<file path="src/include/thermal_pkg.sv">
package thermal_pkg;
  // number of supervised cores
  localparam int NCORES = 2;
  // system clock period
  localparam int CLK_PERIOD_NS = 10;
  // half period of the fixed 50 % clock gating
  localparam int MOD_HALF_NS = 50;
  // time the perf-state step is given before clock gating is added
  localparam int PERF_SETTLE_NS = 10000;
  // time a throttled core may stay hot before it is flagged over limit
  localparam int OVER_DWELL_NS = 20000;
  // least hold time of the forced throttle pin, kept by the platform
  localparam int FORCE_MIN_US = 500;
  localparam int MOD_HALF_CYC = (MOD_HALF_NS + CLK_PERIOD_NS - 1) / CLK_PERIOD_NS;
  localparam int PERF_SETTLE_CYC = (PERF_SETTLE_NS + CLK_PERIOD_NS - 1) / CLK_PERIOD_NS;
  localparam int OVER_DWELL_CYC = (OVER_DWELL_NS + CLK_PERIOD_NS - 1) / CLK_PERIOD_NS;
  localparam int CNT_W = 11; // dwell and settle counters
  localparam int DIV_W = 3; // gating divider
  // register byte offsets
  localparam logic [4:0] OFS_CORE0 = 5'h00;
  localparam logic [4:0] OFS_CORE1 = 5'h04;
  localparam logic [4:0] OFS_CTRL = 5'h08;
  localparam logic [4:0] OFS_STAT = 5'h0C;
  localparam logic [4:0] OFS_STATE = 5'h10;
  // control register fields
  localparam int CTRL_W = 5;
  localparam logic [CTRL_W-1:0] CTRL_RST = 5'h03;
  localparam int CB_CLKMOD = 0;
  localparam int CB_PERF = 1;
  localparam int CB_IE_RISE = 2;
  localparam int CB_IE_FALL = 3;
  localparam int CB_IE_OVER = 4;
  // status register fields, write one to clear
  localparam int SB_STICKY0 = 0;
  localparam int SB_RISE = 2;
  localparam int SB_FALL = 3;
  // readout register fields
  localparam int RD_W = 7;
  localparam int RB_OVER = 8;
  localparam int RB_TRIP = 9;
  localparam int RB_STICKY = 10;
  localparam logic [RD_W-1:0] MARGIN_MAX = 7'h7F;
  // trip releases below this signed offset (hysteresis)
  localparam logic [7:0] HYST_LOW = 8'hFE;

  // avalon-mm request from the master
  typedef struct packed {
    logic read;
    logic write;
    logic [4:0] address;
    logic [31:0] writedata;
    logic [3:0] byteenable;
  } avs_req_t;

  // every flip-flop of the block
  typedef struct packed {
    logic [1:0] fsync;
    logic [1:0] csync;
    logic [NCORES-1:0] trip;
    logic [NCORES-1:0] over;
    logic [NCORES-1:0] sticky;
    logic [NCORES-1:0][CNT_W-1:0] dwell;
    logic [CNT_W-1:0] settle;
    logic [DIV_W-1:0] div;
    logic phase;
    logic hot;
    logic rise;
    logic fall;
    logic cat;
    logic engine;
    logic perf_low;
    logic [NCORES-1:0] clk_en;
    logic irq;
    logic [CTRL_W-1:0] ctrl;
    logic ack;
    logic [31:0] rdata;
  } state_t;

  localparam state_t ST_RESET = '{fsync: 2'h3, clk_en: {NCORES{1'b1}}, ctrl: CTRL_RST,
                                  default: '0};
endpackage

</file>
<file path="src/rtl/thermal_throttle_control.sv">
// Chosen here: the Avalon-MM slave port and the address map.
`timescale 1ns/100ps
module thermal_throttle_control #(
  parameter int CORES = thermal_pkg::NCORES // supervised cores
) (
  input wire logic clk_sys_i, // 100 MHz system clock
  input wire logic reset_i, // synchronous reset, active high
  input wire thermal_pkg::avs_req_t avs_req_i, // avalon-mm request
  output logic [31:0] avs_readdata_o, // avalon-mm read data
  output logic avs_waitrequest_o, // avalon-mm wait
  input wire logic [thermal_pkg::NCORES-1:0][7:0] core_delta_i, // core temp minus limit
  input wire logic catastrophic_i, // async catastrophic comparator
  input wire logic forced_throttle_n_i, // async forced throttle pin, low active
  output logic package_hot_o, // package hot, high active
  output logic catastrophic_trip_o, // catastrophic trip, high active
  output logic throttle_active_o, // throttle engine running
  output logic perf_low_o, // both cores to lowest perf state
  output logic [thermal_pkg::NCORES-1:0] core_clk_en_o, // per-core clock enable
  output logic thermal_irq_o // thermal interrupt, level
);
  localparam int N = thermal_pkg::NCORES;
  localparam logic [thermal_pkg::CNT_W-1:0] SETTLE_LIM =
    thermal_pkg::CNT_W'(thermal_pkg::PERF_SETTLE_CYC);
  localparam logic [thermal_pkg::CNT_W-1:0] DWELL_LIM =
    thermal_pkg::CNT_W'(thermal_pkg::OVER_DWELL_CYC);
  localparam logic [thermal_pkg::DIV_W-1:0] DIV_LAST =
    thermal_pkg::DIV_W'(thermal_pkg::MOD_HALF_CYC - 1);

  // the core count is fixed by the state layout
  if (CORES != thermal_pkg::NCORES) begin : g_bad_cores
    $error("core count must equal the package core count");
  end
  if (thermal_pkg::MOD_HALF_CYC > (1 << thermal_pkg::DIV_W)) begin : g_bad_div
    $error("gating divider too narrow");
  end

  // margin below the limit; at or above it reads zero, deep values saturate
  function automatic logic [thermal_pkg::RD_W-1:0] margin_of(input logic [7:0] d);
    logic [7:0] neg;
    neg = 8'h00 - d;
    if (!d[7]) begin
      return '0;
    end else if (neg[7]) begin
      return thermal_pkg::MARGIN_MAX;
    end else begin
      return neg[thermal_pkg::RD_W-1:0];
    end
  endfunction

  // saturating increment of a dwell or settle counter
  function automatic logic [thermal_pkg::CNT_W-1:0] sat_inc(
    input logic [thermal_pkg::CNT_W-1:0] v,
    input logic [thermal_pkg::CNT_W-1:0] lim
  );
    return (v >= lim) ? lim : v + thermal_pkg::CNT_W'(1);
  endfunction

  // readout register word of one core
  function automatic logic [31:0] readout_word(
    input logic [thermal_pkg::RD_W-1:0] m,
    input logic ov,
    input logic tr,
    input logic st
  );
    logic [31:0] w;
    w = '0;
    w[thermal_pkg::RD_W-1:0] = m;
    w[thermal_pkg::RB_OVER] = ov;
    w[thermal_pkg::RB_TRIP] = tr;
    w[thermal_pkg::RB_STICKY] = st;
    return w;
  endfunction

  thermal_pkg::state_t st_ff; // registered state
  thermal_pkg::state_t nxt_st; // next state

  logic en_clk; // clock-gating throttle enabled
  logic en_perf; // perf-state throttle enabled
  logic en_any; // either throttle enabled
  logic forced; // synchronised forced request, qualified
  logic hot_nx; // next hot level
  logic engine; // throttle engine request
  logic settled; // perf step has had its time
  logic req; // bus request present
  logic acc; // bus transfer completes this edge
  logic wr_ctrl; // control write
  logic wr_stat; // status clear write
  logic [7:0] clr; // status bits to clear
  logic [N-1:0] above; // core at or above limit
  logic [N-1:0] trip_nx; // next trip with hysteresis
  logic [N-1:0] mod_sel; // core selected for gating
  logic [N-1:0][thermal_pkg::RD_W-1:0] margin; // live readout margins

  assign en_clk = st_ff.ctrl[thermal_pkg::CB_CLKMOD];
  assign en_perf = st_ff.ctrl[thermal_pkg::CB_PERF];
  assign en_any = en_clk | en_perf;
  assign req = avs_req_i.read | avs_req_i.write;
  assign acc = req & st_ff.ack;
  assign wr_ctrl = acc & avs_req_i.write & avs_req_i.byteenable[0] &
                   (avs_req_i.address == thermal_pkg::OFS_CTRL);
  assign wr_stat = acc & avs_req_i.write & avs_req_i.byteenable[0] &
                   (avs_req_i.address == thermal_pkg::OFS_STAT);
  assign clr = wr_stat ? avs_req_i.writedata[7:0] : 8'h00;

  // per-core comparison against the limit, release only below the hysteresis
  for (genvar c = 0; c < N; c++) begin : g_core
    assign above[c] = ~core_delta_i[c][7];
    assign margin[c] = margin_of(core_delta_i[c]);
    assign trip_nx[c] = above[c] |
      (st_ff.trip[c] & ~($signed(core_delta_i[c]) < $signed(thermal_pkg::HYST_LOW)));
  end

  // pin is read only from the second synchroniser stage
  assign forced = ~st_ff.fsync[1] & en_any;
  assign hot_nx = |trip_nx;
  assign engine = (hot_nx & en_any) | forced;
  assign settled = (st_ff.settle == SETTLE_LIM);
  // perf first when both modes are on; gate hot cores, or all cores when forced
  assign mod_sel = {N{en_clk & engine & (~en_perf | settled)}} &
                   (trip_nx | {N{forced}});

  // next-state logic
  always_comb begin
    nxt_st = st_ff;
    // two-stage synchronisers for the asynchronous inputs
    nxt_st.fsync = {st_ff.fsync[0], forced_throttle_n_i};
    nxt_st.csync = {st_ff.csync[0], catastrophic_i};
    // catastrophic trip latches until reset and does not touch the bus
    nxt_st.cat = st_ff.cat | st_ff.csync[1];
    nxt_st.trip = trip_nx;
    // hot output comes from temperature only
    nxt_st.hot = hot_nx;
    nxt_st.engine = engine;
    nxt_st.perf_low = engine & en_perf;
    // settle timer runs while both modes throttle
    if (engine & en_perf & en_clk) begin
      nxt_st.settle = sat_inc(st_ff.settle, SETTLE_LIM);
    end else begin
      nxt_st.settle = '0;
    end
    // free-running divider, phase toggles every half period
    if (st_ff.div == DIV_LAST) begin
      nxt_st.div = '0;
      nxt_st.phase = ~st_ff.phase;
    end else begin
      nxt_st.div = st_ff.div + thermal_pkg::DIV_W'(1);
    end
    // gated cores run in the low half only; trip stops every core
    if (nxt_st.cat) begin
      nxt_st.clk_en = '0;
    end else begin
      nxt_st.clk_en = ~(mod_sel & {N{st_ff.phase}});
    end
    // over-limit: throttled core that stays hot for the dwell time
    for (int c = 0; c < N; c++) begin
      if (trip_nx[c] & engine) begin
        nxt_st.dwell[c] = sat_inc(st_ff.dwell[c], DWELL_LIM);
      end else begin
        nxt_st.dwell[c] = '0;
      end
      nxt_st.over[c] = trip_nx[c] & (st_ff.over[c] | (nxt_st.dwell[c] == DWELL_LIM));
      // setting wins over a clear in the same cycle
      nxt_st.sticky[c] = nxt_st.over[c] |
        (st_ff.sticky[c] & ~clr[thermal_pkg::SB_STICKY0 + c]);
    end
    // hot edge flags, setting wins over clearing
    nxt_st.rise = (hot_nx & ~st_ff.hot) | (st_ff.rise & ~clr[thermal_pkg::SB_RISE]);
    nxt_st.fall = (~hot_nx & st_ff.hot) | (st_ff.fall & ~clr[thermal_pkg::SB_FALL]);
    // control register write
    if (wr_ctrl) begin
      nxt_st.ctrl = avs_req_i.writedata[thermal_pkg::CTRL_W-1:0];
    end
    // interrupt from enabled flags
    nxt_st.irq = (|nxt_st.sticky & nxt_st.ctrl[thermal_pkg::CB_IE_OVER]) |
                 (nxt_st.rise & nxt_st.ctrl[thermal_pkg::CB_IE_RISE]) |
                 (nxt_st.fall & nxt_st.ctrl[thermal_pkg::CB_IE_FALL]);
    // one wait cycle per transfer
    nxt_st.ack = req & ~st_ff.ack;
    // read data captured in the wait cycle, stands through the answer cycle
    if (avs_req_i.read & ~st_ff.ack) begin
      case (avs_req_i.address)
        thermal_pkg::OFS_CORE0: begin
          nxt_st.rdata = readout_word(margin[0], st_ff.over[0], st_ff.trip[0],
                                      st_ff.sticky[0]);
        end
        thermal_pkg::OFS_CORE1: begin
          nxt_st.rdata = readout_word(margin[1], st_ff.over[1], st_ff.trip[1],
                                      st_ff.sticky[1]);
        end
        thermal_pkg::OFS_CTRL: begin
          nxt_st.rdata = {{(32 - thermal_pkg::CTRL_W){1'b0}}, st_ff.ctrl};
        end
        thermal_pkg::OFS_STAT: begin
          nxt_st.rdata = {28'h0000000, st_ff.fall, st_ff.rise, st_ff.sticky};
        end
        thermal_pkg::OFS_STATE: begin
          nxt_st.rdata = {23'h000000, st_ff.cat, ~st_ff.fsync[1], settled, st_ff.perf_low,
                          st_ff.clk_en, st_ff.phase, st_ff.hot, st_ff.engine};
        end
        default: begin
          nxt_st.rdata = 32'h00000000; // unmapped reads zero
        end
      endcase
    end
  end

  // state register
  always_ff @(posedge clk_sys_i) begin
    if (reset_i) begin
      st_ff <= thermal_pkg::ST_RESET;
    end else begin
      st_ff <= nxt_st;
    end
  end

  // outputs straight from flip-flops, except the bus wait
  assign avs_waitrequest_o = req & ~st_ff.ack;
  assign avs_readdata_o = st_ff.rdata;
  assign package_hot_o = st_ff.hot;
  assign catastrophic_trip_o = st_ff.cat;
  assign throttle_active_o = st_ff.engine;
  assign perf_low_o = st_ff.perf_low;
  assign core_clk_en_o = st_ff.clk_en;
  assign thermal_irq_o = st_ff.irq;
endmodule

</file>
<file path="config.mk">
export PLATFORM = sky130hd
export DESIGN_NAME = thermal_throttle_control
export DESIGN_NICKNAME = d
export VERILOG_FILES = /design/src/include/thermal_pkg.sv /design/src/rtl/thermal_throttle_control.sv
export SDC_FILE = /design/constraint.sdc
export NUM_CORES = 1
export LEC_CHECK = 0
export ABC_AREA = 1
export BUFFER_PORTS_ARGS = -buffer_cell sky130_fd_sc_hd__buf_2
export CAP_MARGIN = 20
export CORE_AREA = 2 2 96 98
export CTS_BUF_LIST = sky130_fd_sc_hd__clkbuf_4 sky130_fd_sc_hd__clkbuf_8 sky130_fd_sc_hd__clkbuf_16
export DETAILED_ROUTE_END_ITERATION = 12
export DIE_AREA = 0 0 98 100
export PLACE_DENSITY = 0.73
export SKIP_LAST_GASP = 1
export SLEW_MARGIN = 10
export SYNTH_ARGS = -nofsm -noshare
export SYNTH_HDL_FRONTEND = slang
export SYNTH_SLANG_ARGS = --single-unit
</file>
<file path="constraint.sdc">
create_clock -name clk_sys_i -period 2.5 [get_ports clk_sys_i]
set_input_delay 0.5 -clock clk_sys_i [delete_from_list [all_inputs] [get_ports clk_sys_i]]
set_output_delay 0.5 -clock clk_sys_i [all_outputs]
set_load 0.01 [all_outputs]
</file>
==> out/metrics.yaml <==
clock_tree:
  htreeDepth: 3
  clkSlewWorstSetupHoldPaths_ps: 100
  cts.repair.resized: 0
  insertion_delay_ps: 360
  cts_buffers: 9
  numClockSinks: 73
  post_cts.repair.setup_buffers: 0
  cts_root_buffer: "clkbuf_8"
  cts_buffer_depth: 2
  cts_hold_buf: 0
  cts_tree: "yes"
yosys:
  async_reset_ff_share_pct: 0
  synth_ff_type: "dfxtp_1"
  syn_area_mm2: 0.00424
  synth-seq-cells: 73
  ys_warn_count: 0
  synth.distinct_cells: 49
  synth_enable_flop_cells: 0
  synth-seq-area-share_pct: 34.5
  avgSynthCellArea_um2: 7.11
  syn_inst: 596
global_route:
  antenna_found_initial: 0
  use_met2_pct: 31.9
  grt_util_met1_pct: 25.1
  grt-ovfl-total: 0
  met3_usage_pct: 4.32
  grt_pass1_wl_um: 15700
  grt_use_total_pct: 19.7
  top_usage_layer: "met2"
  grt_pass1_vias: 3437
  grt_max_degree: 30
layout:
  final_cell_mix: "110 x nand2_1, 79 x nor2_1, 76 x inv_1"
  post-route-util_pct: 52.0
  regArea_mm2: 0.00146
  fillers: 871
  diodes: 0
  drive_gt1_share_pct: 17.9
  finalInstanceArea_mm2: 0.00462
  area_growth_pct: 9.09
  nets: 711
  multi_input_area_mm2: 0.00224
  final_common_cell: "nand2_1"
  fin_cells: 754
power:
  comb_power_share_pct: 10.3
  power_mw: 2.35
  pwr-share-seq_pct: 52.2
  power.switching_uw: 691
  p_int_mw: 1.66
  peakVddDrop_mv: 0.279
  p_per_area_mw_per_mm2: 508
  swShare_pct: 29.4
  power.share.clock_pct: 37.5
  cellLeakagePower_nw: 2.09
routing:
  drtAntennaViolNets: 0
  post_drt_wl_per_cell_um: 12.4
  num_vias: 3788
  drt-vias-per-instance: 5.02
  initialDrtViolationCount: 141
  routed_wl_um: 9360
  first_pass_iters: 4
  drc: 0
sta:
  final.period_utilization_pct: 81.7
  finalSetupTns_ps: 0
  layout_min_cycle_time_ps: 2040
  rsz0062_at_grt: "no"
  clock-skew-final_ps: 17.4
  setup_ws_ps: 458
  hold_ws_ps: 344
  relSlewSlack_pct: 61.4
  slew_violations: 0
  timing.final.hold_violations: 0
  fmax_ghz: 0.490
  worstMarginPinSlew_ps: 577
  setup_viol: 0
placement:
  gp_congestion: 1.02
  dpl_cell_area_mm2: 0.00444
  dp_hpwl_um: 7360
  dpl_worst_slack_ps: 355
  dpl.cell_count: 738
  port_buffers: 51
setup_path:
  worstPathMaxFanout: 7
  worstPathRequired_ps: 2750
  path_class: "register to register"
  cp-end-kind: "register"
  critical_path_arrival_ps: 2290
  start_kind: "register"
worst_hold_path:
  hold_path.class: "primary input to register"
outcome:
  outcome: "completed"
floorplan:
  start_util_pct: 47.7
  rows: 35
  dieWidth_um: 98
  core_mm2: 0.00889
  pin_count: 103
  die-area_mm2: 0.00980
  dieHeight_um: 100
job:
  maxCapViolations: 0
[flip-flops by register name, indices dropped and copies added, names as in the netlist]
name and count:
perf_low_o 1, throttle_active_o 1, nxt_st 2, thermal_irq_o 1
avs_readdata_o 11, catastrophic_trip_o 1, st_ff 51, en_perf 1
package_hot_o 1, core_clk_en_o 2, en_clk 1
[final cells by class]
| cell class | count | area share (%) |
|---|---|---|
| clock buffers | 9 | 2.68 |
| clock inverters | 7 | 1.30 |
| multi-input cells | 417 | 48.5 |
| inverters | 84 | 6.82 |
| repair buffers | 53 | 6.12 |
| flip-flops and latches | 73 | 31.6 |
| well taps | 111 | 3.00 |
[cell families (layout without fill, tap and decap cells)]
| kind of cell | count (synthesis) | after routing | share of synthesized area [%] |
|---|---|---|---|
| compound gates | 72 | 72 | 10.7 |
| buf+inv | 127 | 153 | 14.5 |
| xor+xnor | 15 | 15 | 3.10 |
| fa+ha+maj | 10 | 10 | 2.95 |
| other cells | 1 | 22 | 0.0885 |
| flops | 73 | 73 | 34.5 |
| simple gates | 298 | 298 | 34.2 |
[worst max-delay path, cell delays in order (launching register included)]
cell	delay (ps)
dfxtp_1	390
ha_1	330
nand3_1	160
o31ai_1	300
nand3_1	110
nand3_1	120
nor2_1	60
nand2_1	70
nand2_1	60
nand2_2	80
nand2_1	60
o21bai_1	130
nand2_1	70
[routing by layer]
layer / part of all wire (%) / vias up
met5: 0 / -
met2: 46 / 98
met3: 4.7 / 24
met1: 46 / 1711
li1: - / 1955
met4: 3.3 / 0
[synth_stat cells (2+ instances only)]
master | instances | share of area (%)
xor2_1 | 9 | 1.9
nor4_1 | 4 | 0.59
nor2_2 | 9 | 1.3
a31oi_1 | 7 | 1.0
or2_2 | 3 | 0.44
nor2_1 | 79 | 7.0
o21ai_0 | 20 | 2.4
nor3_2 | 2 | 0.47
nor3_1 | 9 | 1.1
a221oi_1 | 4 | 0.83
a21oi_1 | 24 | 2.8
nand3_1 | 40 | 4.7
ha_1 | 10 | 3.0
buf_1 | 2 | 0.18
o21ai_1 | 3 | 0.35
nand3_2 | 2 | 0.47
o211ai_1 | 2 | 0.35
nand3b_1 | 3 | 0.53
nand2_1 | 110 | 9.7
inv_2 | 7 | 0.62
clkbuf_1 | 4 | 0.35
nor4_4 | 3 | 1.5
nand4_1 | 16 | 2.4
nor2_4 | 5 | 1.3
buf_4 | 34 | 6.0
dfxtp_1 | 73 | 34
inv_1 | 76 | 6.7
xnor2_1 | 6 | 1.2
a21oi_4 | 2 | 0.77
nand2_2 | 8 | 1.2
o21bai_1 | 2 | 0.35
[path summary, 6_finish.rpt]
path,startpoint,end,slack [ps],cells after the start
worst min-delay path,catastrophic_i,nxt_st[91],340,3
worst max-delay path,st_ff[74],thermal_irq_o,460,12
worst max register to register,st_ff[74],thermal_irq_o,460,12
worst min register to register,nxt_st[91],st_ff[91],420,2
[power by group through the flow]
stage               sequential, mW  clock, mW  combinational, mW
global placement              1.25          0              0.234
finish                        1.23      0.882              0.242
floorplan                     1.25          0              0.183
CTS                           1.22      0.906              0.242
global route                  1.23      0.958              0.272
detailed placement            1.25          0              0.241
(Power assumes the default switching activity.)
